[config.mk]
export PLATFORM = sky130hd
export DESIGN_NAME = dqcs_sched
export DESIGN_NICKNAME = d
export VERILOG_FILES = /design/src/hdl/dqcs_sched.v
export VERILOG_INCLUDE_DIRS = /design/src /design/src/hdl
export SDC_FILE = /design/constraint.sdc
export NUM_CORES = 1
export LEC_CHECK = 0
export ABC_AREA = 1
export BUFFER_PORTS_ARGS = -buffer_cell sky130_fd_sc_hd__buf_4
export CORE_MARGIN = 5
export CORE_UTILIZATION = 47
export CTS_CLUSTER_DIAMETER = 50
export CTS_CLUSTER_SIZE = 12
export DETAILED_ROUTE_END_ITERATION = 7
export GPL_ROUTABILITY_DRIVEN = 0
export PLACE_DENSITY_LB_ADDON = 0.25
export SYNTH_ARGS = -nofsm -noshare
export SYNTH_HDL_FRONTEND = slang
export SYNTH_SLANG_ARGS = --single-unit
[constraint.sdc]
create_clock -name clock_in -period 4.3 [get_ports clock_in]
set_input_delay 0 -clock clock_in [delete_from_list [all_inputs] [get_ports clock_in]]
set_output_delay 0 -clock clock_in [all_outputs]
set_load 0.01 [all_outputs]
[src/hdl/dqcs_regs.vh]
`ifndef DQCS_REGS_VH
`define DQCS_REGS_VH

// Register byte offsets
`define DQCS_CTRL_ADDR 8'h00
`define DQCS_TIMER_ADDR 8'h04
`define DQCS_STATUS_ADDR 8'h08
`define DQCS_POINTER_ADDR 8'h0c
`define DQCS_CMD_BASE_SEL 2'h1

// Control register fields
`define DQCS_CTRL_Q1_SW 0
`define DQCS_CTRL_Q2_SW 1
`define DQCS_CTRL_Q1_CONT 2
`define DQCS_CTRL_Q2_CONT 3
`define DQCS_CTRL_RESUME 4
`define DQCS_CTRL_TIMER_EN 5
`define DQCS_CTRL_Q1_IRQ_EN 6
`define DQCS_CTRL_Q2_IRQ_EN 7
`define DQCS_CTRL_RESET 6'h00

// Status flag positions
`define DQCS_ST_CF1 0
`define DQCS_ST_PF1 1
`define DQCS_ST_TOR1 2
`define DQCS_ST_CF2 3
`define DQCS_ST_PF2 4
`define DQCS_ST_TOR2 5

// Command word fields
`define DQCS_CW_PAUSE 6
`define DQCS_CW_END 7
`define DQCS_LAST_INDEX 3'h7

// Queue conditions
`define DQCS_Q_IDLE 3'h0
`define DQCS_Q_ACTIVE 3'h1
`define DQCS_Q_PAUSE 3'h2
`define DQCS_Q_SUSP 3'h3
`define DQCS_Q_PEND 3'h4

// Interrupt source codes, highest priority first
`define DQCS_IRQ_Q1_CF 2'h0
`define DQCS_IRQ_Q1_PF 2'h1
`define DQCS_IRQ_Q2_CF 2'h2
`define DQCS_IRQ_Q2_PF 2'h3

`define DQCS_TIMER_RESET 16'h0000

`endif

[src/hdl/dqcs_sched.v]
// Notes on behaviour
// One conversion at a time, fixed queue priority
// Triggers: pin, software, loop end, timer
// Queue 1 trigger aborts and suspends queue 2
// Resume select clear: queue 2 restarts first word
// Resume select set: continue at aborted word
// Trigger on busy queue sets overrun, ignored
// First extra trigger restarts queue after pass
// Paused queues use the same overrun handling
// Queue 2 trigger during queue 1 waits
// Repeated queue 2 triggers set overrun only; the code also arms one extra queue 2 pass, as for
// Trigger while suspended sets overrun
// End of queue sets completion flag
// Pause word sets pause flag, waits
// Each queue condition visible to software
// Four-bit combined status code, two transitional
// Freeze lets running conversion finish, then halts
// After freeze, continue with next word
// Triggers during freeze are dropped
// Pending queue 2 trigger survives freeze
// Suspended queue 2 resumes after freeze
// Software reads flag, then writes zero
// Enabled flags request interrupt, fixed priority
// Simultaneous triggers: queue 1 first
//
// The implementer's own choices: the register addresses and the plain strobed port.
`include "dqcs_regs.vh"

module dqcs_sched (
	input wire clock_in,
	input wire rst_in,
	input wire [7:0] reg_addr_in,
	input wire [31:0] reg_wdata_in,
	input wire reg_wr_in,
	input wire reg_rd_in,
	output reg [31:0] reg_rdata_out,
	input wire high_queue_trigger_in,
	input wire low_queue_trigger_in,
	input wire freeze_in,
	input wire conv_done_in,
	output reg conv_start_out,
	output reg conv_abort_out,
	output reg [5:0] conv_channel_out,
	output reg conv_queue_out,
	output reg [3:0] queue_status_code_out,
	output reg q1_irq_out,
	output reg q2_irq_out,
	output reg [1:0] irq_source_out
);

	// Two-bit condition per queue; the codes with queue 2 pending and queue 1 not active are transitional
	function [3:0] status_code;
		input [2:0] s1;
		input [2:0] s2;
		reg [1:0] a;
		reg [1:0] b;
		begin
			a = (s1 == `DQCS_Q_ACTIVE) ? 2'h2 : (s1 == `DQCS_Q_PAUSE) ? 2'h1 : 2'h0;
			case (s2)
				`DQCS_Q_PAUSE: b = 2'h1;
				`DQCS_Q_ACTIVE: b = 2'h2;
				`DQCS_Q_SUSP: b = 2'h2;
				`DQCS_Q_PEND: b = 2'h3;
				default: b = 2'h0;
			endcase
			status_code = {a, b};
		end
	endfunction

	function is_idle_or_pause;
		input [2:0] s;
		begin
			is_idle_or_pause = (s == `DQCS_Q_IDLE) || (s == `DQCS_Q_PAUSE);
		end
	endfunction

	reg [2:0] t1_sync_r;
	reg [2:0] t2_sync_r;
	reg [1:0] frz_sync_r;
	reg [7:0] cmd_mem [0:15];
	reg [7:2] ctrl_r;
	reg [15:0] period_r;
	reg [15:0] timer_r;
	reg timer_hit_r;
	reg [5:0] flags_r;
	reg [5:0] seen_r;
	reg [2:0] st1_r;
	reg [2:0] st2_r;
	reg [2:0] idx1_r;
	reg [2:0] idx2_r;
	reg extra1_r;
	reg extra2_r;
	reg busy_r;
	reg cur_q_r;

	reg [2:0] st1_nxt;
	reg [2:0] st2_nxt;
	reg [2:0] idx1_nxt;
	reg [2:0] idx2_nxt;
	reg extra1_nxt;
	reg extra2_nxt;
	reg busy_nxt;
	reg cur_q_nxt;
	reg [5:0] set_flags;
	reg abort_nxt;
	reg start_nxt;
	reg [5:0] chan_nxt;
	reg [7:0] word;
	reg last;
	reg t1;
	reg t2;

	wire frozen = frz_sync_r[1];
	wire wr_ctrl = reg_wr_in && (reg_addr_in == `DQCS_CTRL_ADDR);
	wire wr_stat = reg_wr_in && (reg_addr_in == `DQCS_STATUS_ADDR);
	wire rd_stat = reg_rd_in && (reg_addr_in == `DQCS_STATUS_ADDR);
	wire cmd_sel = (reg_addr_in[7:6] == `DQCS_CMD_BASE_SEL);
	wire [5:0] clr_flags = wr_stat ? (seen_r & ~reg_wdata_in[5:0]) : 6'h00;

	always @* begin
		st1_nxt = st1_r;
		st2_nxt = st2_r;
		idx1_nxt = idx1_r;
		idx2_nxt = idx2_r;
		extra1_nxt = extra1_r;
		extra2_nxt = extra2_r;
		busy_nxt = busy_r;
		cur_q_nxt = cur_q_r;
		set_flags = 6'h00;
		abort_nxt = 1'b0;
		start_nxt = 1'b0;
		chan_nxt = conv_channel_out;
		word = 8'h00;
		last = 1'b0;
		// Pin edges, software bit and timer; all dropped while frozen
		t1 = !frozen && ((t1_sync_r[1] && !t1_sync_r[2]) ||
			(wr_ctrl && reg_wdata_in[`DQCS_CTRL_Q1_SW]));
		t2 = !frozen && ((t2_sync_r[1] && !t2_sync_r[2]) || timer_hit_r ||
			(wr_ctrl && reg_wdata_in[`DQCS_CTRL_Q2_SW]));

		// A conversion that finishes is always kept, even under freeze
		if (busy_r && conv_done_in) begin
			busy_nxt = 1'b0;
			if (!cur_q_r) begin
				word = cmd_mem[{1'b0, idx1_r}];
				last = word[`DQCS_CW_END] || (idx1_r == `DQCS_LAST_INDEX);
				if (last) begin
					set_flags[`DQCS_ST_CF1] = 1'b1;
					idx1_nxt = 3'h0;
					if (ctrl_r[`DQCS_CTRL_Q1_CONT] || extra1_r)
						st1_nxt = `DQCS_Q_ACTIVE;
					else
						st1_nxt = `DQCS_Q_IDLE;
					extra1_nxt = 1'b0;
				end else begin
					idx1_nxt = idx1_r + 3'h1;
					if (word[`DQCS_CW_PAUSE]) begin
						set_flags[`DQCS_ST_PF1] = 1'b1;
						st1_nxt = extra1_r ? `DQCS_Q_ACTIVE : `DQCS_Q_PAUSE;
						extra1_nxt = 1'b0;
					end
				end
			end else begin
				word = cmd_mem[{1'b1, idx2_r}];
				last = word[`DQCS_CW_END] || (idx2_r == `DQCS_LAST_INDEX);
				if (last) begin
					set_flags[`DQCS_ST_CF2] = 1'b1;
					idx2_nxt = 3'h0;
					if (ctrl_r[`DQCS_CTRL_Q2_CONT] || extra2_r)
						st2_nxt = `DQCS_Q_ACTIVE;
					else
						st2_nxt = `DQCS_Q_IDLE;
					extra2_nxt = 1'b0;
				end else begin
					idx2_nxt = idx2_r + 3'h1;
					if (word[`DQCS_CW_PAUSE]) begin
						set_flags[`DQCS_ST_PF2] = 1'b1;
						st2_nxt = extra2_r ? `DQCS_Q_ACTIVE : `DQCS_Q_PAUSE;
						extra2_nxt = 1'b0;
					end
				end
			end
		end

		if (t1) begin
			if (st1_nxt == `DQCS_Q_ACTIVE) begin
				set_flags[`DQCS_ST_TOR1] = 1'b1;
				extra1_nxt = 1'b1;
			end else begin
				st1_nxt = `DQCS_Q_ACTIVE;
				if (st2_nxt == `DQCS_Q_ACTIVE) begin
					st2_nxt = `DQCS_Q_SUSP;
					if (!ctrl_r[`DQCS_CTRL_RESUME])
						idx2_nxt = 3'h0;
					// Otherwise the pointer stays on the aborted word
					if (busy_nxt && cur_q_r) begin
						busy_nxt = 1'b0;
						abort_nxt = 1'b1;
					end
				end
			end
		end

		if (t2) begin
			if (is_idle_or_pause(st2_nxt)) begin
				if (st1_nxt == `DQCS_Q_ACTIVE)
					st2_nxt = `DQCS_Q_PEND;
				else
					st2_nxt = `DQCS_Q_ACTIVE;
			end else begin
				set_flags[`DQCS_ST_TOR2] = 1'b1;
				extra2_nxt = 1'b1;
			end
		end

		// Pending or suspended queue 2 takes over once queue 1 lets go
		if (st1_nxt != `DQCS_Q_ACTIVE &&
			(st2_nxt == `DQCS_Q_SUSP || st2_nxt == `DQCS_Q_PEND))
			st2_nxt = `DQCS_Q_ACTIVE;

		// A start waits one cycle after an abort so the core sees them apart
		if (!busy_nxt && !abort_nxt && !frozen) begin
			if (st1_nxt == `DQCS_Q_ACTIVE) begin
				busy_nxt = 1'b1;
				start_nxt = 1'b1;
				cur_q_nxt = 1'b0;
				chan_nxt = cmd_mem[{1'b0, idx1_nxt}][5:0];
			end else if (st2_nxt == `DQCS_Q_ACTIVE) begin
				busy_nxt = 1'b1;
				start_nxt = 1'b1;
				cur_q_nxt = 1'b1;
				chan_nxt = cmd_mem[{1'b1, idx2_nxt}][5:0];
			end
		end
	end

	always @(posedge clock_in) begin
		t1_sync_r <= {t1_sync_r[1:0], high_queue_trigger_in};
		t2_sync_r <= {t2_sync_r[1:0], low_queue_trigger_in};
		frz_sync_r <= {frz_sync_r[0], freeze_in};
		if (reg_wr_in && cmd_sel)
			cmd_mem[reg_addr_in[5:2]] <= reg_wdata_in[7:0];
		if (rst_in) begin
			t1_sync_r <= 3'h0;
			t2_sync_r <= 3'h0;
			frz_sync_r <= 2'h0;
			ctrl_r <= `DQCS_CTRL_RESET;
			period_r <= `DQCS_TIMER_RESET;
			timer_r <= 16'h0000;
			timer_hit_r <= 1'b0;
			flags_r <= 6'h00;
			seen_r <= 6'h00;
			st1_r <= `DQCS_Q_IDLE;
			st2_r <= `DQCS_Q_IDLE;
			idx1_r <= 3'h0;
			idx2_r <= 3'h0;
			extra1_r <= 1'b0;
			extra2_r <= 1'b0;
			busy_r <= 1'b0;
			cur_q_r <= 1'b0;
			conv_start_out <= 1'b0;
			conv_abort_out <= 1'b0;
			conv_channel_out <= 6'h00;
			conv_queue_out <= 1'b0;
			queue_status_code_out <= 4'h0;
			q1_irq_out <= 1'b0;
			q2_irq_out <= 1'b0;
			irq_source_out <= `DQCS_IRQ_Q1_CF;
			reg_rdata_out <= 32'h00000000;
		end else begin
			if (wr_ctrl)
				ctrl_r <= reg_wdata_in[7:2];
			if (reg_wr_in && reg_addr_in == `DQCS_TIMER_ADDR)
				period_r <= reg_wdata_in[15:0];
			// Period zero keeps the timer quiet
			if (ctrl_r[`DQCS_CTRL_TIMER_EN] && period_r != 16'h0000) begin
				timer_hit_r <= (timer_r == period_r - 16'h0001);
				timer_r <= (timer_r == period_r - 16'h0001) ? 16'h0000 :
					timer_r + 16'h0001;
			end else begin
				timer_hit_r <= 1'b0;
				timer_r <= 16'h0000;
			end
			// A new event beats a clear in the same cycle
			flags_r <= (flags_r & ~clr_flags) | set_flags;
			if (rd_stat)
				seen_r <= flags_r;
			else if (wr_stat)
				seen_r <= seen_r & reg_wdata_in[5:0];
			st1_r <= st1_nxt;
			st2_r <= st2_nxt;
			idx1_r <= idx1_nxt;
			idx2_r <= idx2_nxt;
			extra1_r <= extra1_nxt;
			extra2_r <= extra2_nxt;
			busy_r <= busy_nxt;
			cur_q_r <= cur_q_nxt;
			conv_start_out <= start_nxt;
			conv_abort_out <= abort_nxt;
			conv_channel_out <= chan_nxt;
			conv_queue_out <= cur_q_nxt;
			queue_status_code_out <= status_code(st1_nxt, st2_nxt);
			q1_irq_out <= ctrl_r[`DQCS_CTRL_Q1_IRQ_EN] &&
				(flags_r[`DQCS_ST_CF1] || flags_r[`DQCS_ST_PF1]);
			q2_irq_out <= ctrl_r[`DQCS_CTRL_Q2_IRQ_EN] &&
				(flags_r[`DQCS_ST_CF2] || flags_r[`DQCS_ST_PF2]);
			if (ctrl_r[`DQCS_CTRL_Q1_IRQ_EN] && flags_r[`DQCS_ST_CF1])
				irq_source_out <= `DQCS_IRQ_Q1_CF;
			else if (ctrl_r[`DQCS_CTRL_Q1_IRQ_EN] && flags_r[`DQCS_ST_PF1])
				irq_source_out <= `DQCS_IRQ_Q1_PF;
			else if (ctrl_r[`DQCS_CTRL_Q2_IRQ_EN] && flags_r[`DQCS_ST_CF2])
				irq_source_out <= `DQCS_IRQ_Q2_CF;
			else if (ctrl_r[`DQCS_CTRL_Q2_IRQ_EN] && flags_r[`DQCS_ST_PF2])
				irq_source_out <= `DQCS_IRQ_Q2_PF;
			reg_rdata_out <= 32'h00000000;
			if (reg_rd_in) begin
				if (reg_addr_in == `DQCS_CTRL_ADDR)
					reg_rdata_out <= {24'h000000, ctrl_r, 2'h0};
				else if (reg_addr_in == `DQCS_TIMER_ADDR)
					reg_rdata_out <= {16'h0000, period_r};
				else if (reg_addr_in == `DQCS_STATUS_ADDR)
					reg_rdata_out <= {18'h00000, frozen, busy_r,
						status_code(st1_r, st2_r), 2'h0, flags_r};
				else if (reg_addr_in == `DQCS_POINTER_ADDR)
					reg_rdata_out <= {17'h00000, st2_r, 1'b0, st1_r, 1'b0,
						idx2_r, 1'b0, idx1_r};
				else if (cmd_sel)
					reg_rdata_out <= {24'h000000, cmd_mem[reg_addr_in[5:2]]};
			end
		end
	end

endmodule

Word level (Yosys, flattened, before mapping)
Memory sizes are Yosys's and may differ from the RTL's. A register that Yosys moved wholly into a read port is not among the register bits.
Index checks and enable logic that the tools add are counted.
Widths: inputs -> output; s select.
{"block": "op_classes", "div_mod_pow": 0, "reduce_logical": 58, "addsub": 4, "n_bitwise": 9, "n_eq_ne": 25, "n_mul": 0, "magnitude_cmp": 0, "shift": 0, "muxes": 96}
{"operator": "$mux 3", "count": 27}
{"operator": "$mux 1", "count": 45}
{"operator": "$mux 15", "count": 2}
{"operator": "$mux 6", "count": 5}
{"operator": "$eq 3x2->1 const B", "count": 8}
{"operator": "$logic_and 1x1->1", "count": 23}
{"operator": "$mux 2", "count": 10}
{"operator": "$and 6x6->6", "count": 3}
{"operator": "$eq 3x1->1 const B", "count": 6}
{"operator": "$add 16x1->16 const B", "count": 1}
{"operator": "$eq 16x16->1", "count": 1}
{"operator": "$eq 8x4->1 const B", "count": 2}
{"operator": "$mux 16", "count": 1}
{"operator": "$mux 8", "count": 2}
{"operator": "$reduce_bool 16->1", "count": 1}
{"operator": "$sub 16x1->16 const B", "count": 1}
{"operator": "$eq 3x3->1 const B", "count": 5}
{"operator": "$reduce_or 2->1", "count": 7}
{"operator": "$not 6->6", "count": 2}
{"operator": "$pmux 2 s3", "count": 2}
{"operator": "$logic_or 1x1->1", "count": 11}
{"operator": "$reduce_or 3->1", "count": 3}
{"operator": "$eq 8x3->1 const B", "count": 1}
{"operator": "$logic_not 8->1", "count": 1}
{"operator": "12 further kinds", "count": 22}
{"block": "totals", "latch_bits": 0, "output_inout_bits": 49, "register_bits": 123, "in_bits": 48, "romBits": 0, "ramBits": 128, "mem_count": 1}
{"memory": "cmd_mem", "words": 16, "word_bits": 8, "read_ports": 5, "rd_ports_with_merged_regs": 2, "write_ports": 1, "line": "dqcs_sched.v:80", "source": "reg [7:0] cmd_mem [0:15];"}

Longest topological paths before layout
{"block": "logic_depth", "ltp_word": 21, "mapped_depth": 23, "depth_no_buf": 22}

Least setup slack after synthesis
Ideal clock, no wire load.
{"block": "synth_timing", "path_type": "reg2reg", "from": "reg period_r[0]", "to": "reg timer_r[13]", "required_ps": 4183, "t_arrival_ps": 2307, "synth_period_minus_slack_ps": 2424, "path_buffers": 1, "setup_slack_ps": 1876, "stages_incl_launch_ff": 17, "path_cell_list": "dfxtp_1 inv_1 ha_1 nand2_1 nor2_1 nand4_1 nor2_1 nand2_1 or2_2 o21ai_0 o21ai_0 xor2_1 inv_1 nand4_1 nand2_1 buf_4 nor2_1"}
{"block": "synth_between", "elab_chain_len": 4}
{"item": "start: declaration", "line": "dqcs_sched.v:82", "source": "reg [15:0] period_r;"}
{"item": "start signal: assignment", "line": "dqcs_sched.v:248", "source": "period_r <= `DQCS_TIMER_RESET;"}
{"item": "start signal: assignment", "line": "dqcs_sched.v:274", "source": "period_r <= reg_wdata_in[15:0];"}
{"item": "branches (longest 3 deep; another with $sub 16x1->16)"}
{"item": "$reduce_or 3->1 (no line) *"}
{"item": "end signal: assignment", "line": "dqcs_sched.v:278", "source": "timer_r <= (timer_r == period_r - 16'h0001) ? 16'h0000 :"}
{"item": "end: declaration", "line": "dqcs_sched.v:83", "source": "reg [15:0] timer_r;"}
Every way passes the cells marked *.
A chain may end at the register's enable or synchronous reset.

Final worst setup path
{"block": "layout_timing", "from": "reg idx1_r[0]", "to": "reg conv_channel_out[5]"}
{"block": "layout_between", "elab_chain_len": 19}
{"item": "start: declaration", "line": "dqcs_sched.v:89", "source": "reg [2:0] idx1_r;"}
{"item": "start signal: assignment", "line": "dqcs_sched.v:292", "source": "idx1_r <= idx1_nxt;"}
{"item": "$eq 3x3->1 (no line)"}
{"item": "$logic_or 1x1->1", "line": "dqcs_sched.v:146", "source": "last = word[`DQCS_CW_END] || (idx1_r == `DQCS_LAST_INDEX);"}
{"item": "$mux 3", "line": "dqcs_sched.v:147", "source": "if (last) begin"}
{"item": "$mux 3", "line": "dqcs_sched.v:144", "source": "if (!cur_q_r) begin"}
{"item": "$mux 3", "line": "dqcs_sched.v:142", "source": "if (busy_r && conv_done_in) begin"}
{"item": "$eq 3x1->1 (no line)"}
{"item": "$mux 3", "line": "dqcs_sched.v:186", "source": "if (st1_nxt == `DQCS_Q_ACTIVE) begin"}
{"item": "$mux 3", "line": "dqcs_sched.v:185", "source": "if (t1) begin"}
{"item": "[3 not listed]"}
{"item": "$mux 3", "line": "dqcs_sched.v:204", "source": "if (t2) begin"}
{"item": "$eq 3x2->1 (no line) / $eq 3x3->1 (equally long branches)"}
{"item": "$logic_or 1x1->1 (no line)"}
{"item": "$logic_and 1x1->1", "line": "dqcs_sched.v:217", "source": "if (st1_nxt != `DQCS_Q_ACTIVE &&"}
{"item": "$mux 3", "line": "dqcs_sched.v:217"}
{"item": "$eq 3x1->1"}
{"item": "$reduce_bool 2->1 (no line)"}
{"item": "$reduce_and 2->1 (no line)"}
{"item": "end signal: assignment", "line": "dqcs_sched.v:300", "source": "conv_channel_out <= chan_nxt;"}
{"item": "end: declaration", "line": "dqcs_sched.v:43", "source": "output reg [5:0] conv_channel_out,"}
Several ways; a longest one is shown, not always the timed one. The select of a mux whose other input is x is not followed.

==> reports/results.tsv <==
metric	value	unit
Horiz. Die Dim	165	um
RSZ-0062 raised after global routing	false	
most frequent cells after synthesis	sky130_fd_sc_hd__nand2_1 (200), sky130_fd_sc_hd__nor2_1 (160), sky130_fd_sc_hd__inv_1 (158), sky130_fd_sc_hd__nand3_1 (138), sky130_fd_sc_hd__edfxtp_1 (128)	
root buffer cell	sky130_fd_sc_hd__clkbuf_16	
clock tree from TritonCTS	done	
core region area	23600	um^2
worst skew pair latency	540	ps
Vert. Die Dim	165	um
per-cell via count in the routed design	5.55	
first-pass GRT wire length	49100	um
Post-synth EDFFs	128	
post-route fraction of the period consumed by the critical path	79.9	%
complex-gate fraction of the synthesized area	13.0	%
depth of the worst register-to-register path	20	
final standard cell utilization of the core	56.7	%
effective utilization at floorplan	47.9	%
minimum clock period	3440	ps
number of levels the H-tree was split into	1	
area added between synthesis and finish	18.3	%
number of flip-flops and latches in the synthesized netlist	235	
# port buffers	64	
hpwl dp	21900	um
adder-cell share of the synthesized area	0.663	%
sequential area share after synthesis	52.9	%
standby leakage power	5.39	nW
antenna fix cells	0	
dominant cell by count in the synthesized netlist	sky130_fd_sc_hd__nand2_1	
number of top-level pins	97	
library cells used by synthesis	56	
share of flip-flops with an asynchronous set or reset after synthesis	0	%
drt initial violations	1143	
detailed-route via count	9706	
cell type with the highest aggregate area in the netlist	sky130_fd_sc_hd__edfxtp_1	
Worst Setup End Kind	flop	
setup TNS	0	ps
path class of the lowest-slack min-delay path	in -> reg	
full die area	27300	um^2
wire length per cell after detailed routing	18.3	um
minimum setup slack after placement	985	ps
run status	completed	
TritonCTS Sinks	235	
launching element type of the critical path	flop	
Critical Path RT	4740	ps
PD cells	400	nW/um^2
area share of the largest cell type after synthesis	34.0	%
total DRC errors in the routed layout	0	
Placed Cells	1665	
XOR/XNOR Fraction of Synth Area	2.17	%
overall power after layout	5.35	mW
max-slew violation total from the final report	0	
data arrival at the endpoint of the critical path	3870	ps
clock slew seen by the registers of the worst setup and hold paths	60	ps
gr usage total	23.1	%
worst-case clock buffer depth	3	
number of antenna violations at the first check in global routing	0	
count of endpoints failing hold in the final timing report	0	
slew of the pin with the lowest slew margin	958	ps
number of resized instances in the post-cts repair step	0	
post-layout worst setup margin	863	ps
vias in the first global route	9011	
instance count along the most critical hold path	6	
top achievable clock speed	291	MHz
combinational family with the most area after synthesis	simple AND/OR/NAND/NOR gates	
Inserted Clock Buffers	30	
Total Nets Final	1461	
share of synthesized area spent on multiplexers	0	%
cells taking the most area after synthesis	sky130_fd_sc_hd__edfxtp_1 (34%), sky130_fd_sc_hd__dfxtp_1 (19%), sky130_fd_sc_hd__nand2_1 (6.6%), sky130_fd_sc_hd__nand3_1 (6.1%), sky130_fd_sc_hd__nor2_1 (5.3%)	
synthesized area per cell	8.62	um^2
worst-path fanout max	12	
Antenna Nets Post-Route	0	
total length of routed wires	32100	um
maxcap violations	0	
pin count of the biggest net entering global routing	39	
filler-free cell count of the finished design	1750	
classification of the worst setup path	reg -> reg	
proportion of layout cells with a drive suffix above 1	12.2	%
first-pass iteration count of the detailed router	5	
warning count from the yosys run	0	
setup skew after layout	8.29	ps
Post-Synthesis Cell Area	11300	um^2
synthesized-area fraction occupied by and/or/nand/nor cells	22.6	%
placement row count	56	
number of standard cells after synthesis	1313	
dominant register cell in the synthesized netlist	sky130_fd_sc_hd__edfxtp_1	
total congestion overflow	0	
Max VDD drop	0.000330	V
count of final setup violators	0	
Relative slew margins	35.9	%
## flip-flops by register name (all words and copies together) (netlist names), 4 cells and up
register	cells
ctrl_r	6
conv_channel_out	6
timer_r	16
cmd_mem	128
seen_r	6
reg_rdata_out	16
period_r	16
queue_status_code_out	4
flags_r	6
## routing by layer
metal	vias up	share of wire (%)	routed length, um	track usage (%)
li1	4642	-	-	-
met1	4513	44	14000	33.6
met2	475	44	14100	36.0
met3	76	9.5	3040	3.05
met4	0	3.0	977	6.96
met5	-	0	0	0
## layout make-up
type | count | area (um^2)
clock inverters | 14 | 119
fillers | 2077 | 10200
flip-flops and latches | 235 | 5990
multi-input cells | 862 | 4420
inverters | 168 | 637
clock buffers | 42 | 932
repair buffers | 110 | 898
well taps | 319 | 399
## metrics by stage
step	hold slack [ps]	cell area [um^2]
final	36.1	13400
after global routing	54.2	13400
after CTS	16.5	13400
after detailed placement	214	12000
after global placement	206	12000
after floorplan	98.9	11400
## kinds of logic after synthesis
logic type      Yosys count
compound gates          241
fa+ha+maj                 6
flops                   235
xor+xnor                 28
buf+inv                 231
simple gates            571
other cells               1
## worst paths after layout
| check | slack (ps) | start | to |
|---|---|---|---|
| min | 40 | reg_addr_in[0] | reg_rdata_out[6] |
| min reg2reg | 410 | frz_sync_r[0] | frz_sync_r[1] |
| max reg2reg | 860 | idx1_r[0] | conv_channel_out[5] |
| max | 860 | idx1_r[0] | conv_channel_out[5] |
## report_power, final
| group | switching, mW | internal (mW) | total [mW] |
|---|---|---|---|
| Combinational | 0.254 | 0.126 | 0.380 |
| Clock | 0.979 | 1.58 | 2.56 |
| Sequential | 0.0167 | 2.40 | 2.41 |
| Total | 1.25 | 4.10 | 5.35 |
## cells in the final DEF (no fill, tap or decap), types with 6 or more instances in the layout
cell                            netlist  layout
sky130_fd_sc_hd__clkinv_2             1       6
sky130_fd_sc_hd__o21ai_0             95      95
sky130_fd_sc_hd__xor2_1              24      24
sky130_fd_sc_hd__o22ai_1             16      16
sky130_fd_sc_hd__o221ai_1             7       7
sky130_fd_sc_hd__o32ai_1              6       6
sky130_fd_sc_hd__a22oi_1             22      22
sky130_fd_sc_hd__clkbuf_16            0      35
sky130_fd_sc_hd__nand2_2              7       7
sky130_fd_sc_hd__a41oi_1              6       6
sky130_fd_sc_hd__buf_4               19      81
sky130_fd_sc_hd__o21bai_1             6       6
sky130_fd_sc_hd__nand2_1            200     200
sky130_fd_sc_hd__edfxtp_1           128     128
sky130_fd_sc_hd__nand3_1            138     138
sky130_fd_sc_hd__or2_2                6       6
sky130_fd_sc_hd__nor2_1             160     160
sky130_fd_sc_hd__inv_1              158     158
sky130_fd_sc_hd__dlygate4sd3_1        0      29
sky130_fd_sc_hd__dfxtp_1            107     107
sky130_fd_sc_hd__inv_2                7       7
sky130_fd_sc_hd__nor4_1               7       7
sky130_fd_sc_hd__ha_1                 6       6
sky130_fd_sc_hd__a31oi_1             19      19
sky130_fd_sc_hd__nor3_1              15      15
sky130_fd_sc_hd__conb_1               1      16
sky130_fd_sc_hd__a21oi_1             41      41
sky130_fd_sc_hd__nand4_1             12      12
## critical path, cell delays in order (launching register included)
cell	delay, ps
sky130_fd_sc_hd__dfxtp_1	580
sky130_fd_sc_hd__inv_2	190
sky130_fd_sc_hd__nand2_1	100
sky130_fd_sc_hd__nand3_1	60
sky130_fd_sc_hd__nand3_1	110
sky130_fd_sc_hd__nand3b_1	180
sky130_fd_sc_hd__nand2_1	290
sky130_fd_sc_hd__nand3_1	140
sky130_fd_sc_hd__nand2_1	100
sky130_fd_sc_hd__inv_1	50
sky130_fd_sc_hd__nand2_1	120
sky130_fd_sc_hd__nand4_1	220
sky130_fd_sc_hd__nand2_1	320
sky130_fd_sc_hd__buf_4	250
sky130_fd_sc_hd__nand2_1	70
sky130_fd_sc_hd__nand3_1	70
sky130_fd_sc_hd__nand3_1	110
sky130_fd_sc_hd__nand3_1	100
sky130_fd_sc_hd__nand2_1	80
sky130_fd_sc_hd__nor2_1	130
sky130_fd_sc_hd__nor2_1	50
## what timing repair did
| action | 4_1_cts | 5_1_grt |
|---|---|---|
| setup buffers | 0 | 0 |
| endpoints found under the hold margin | 191 | 0 |
| hold buffers | 29 | 0 |
Note: power is estimated with default switching activity, not from simulation.
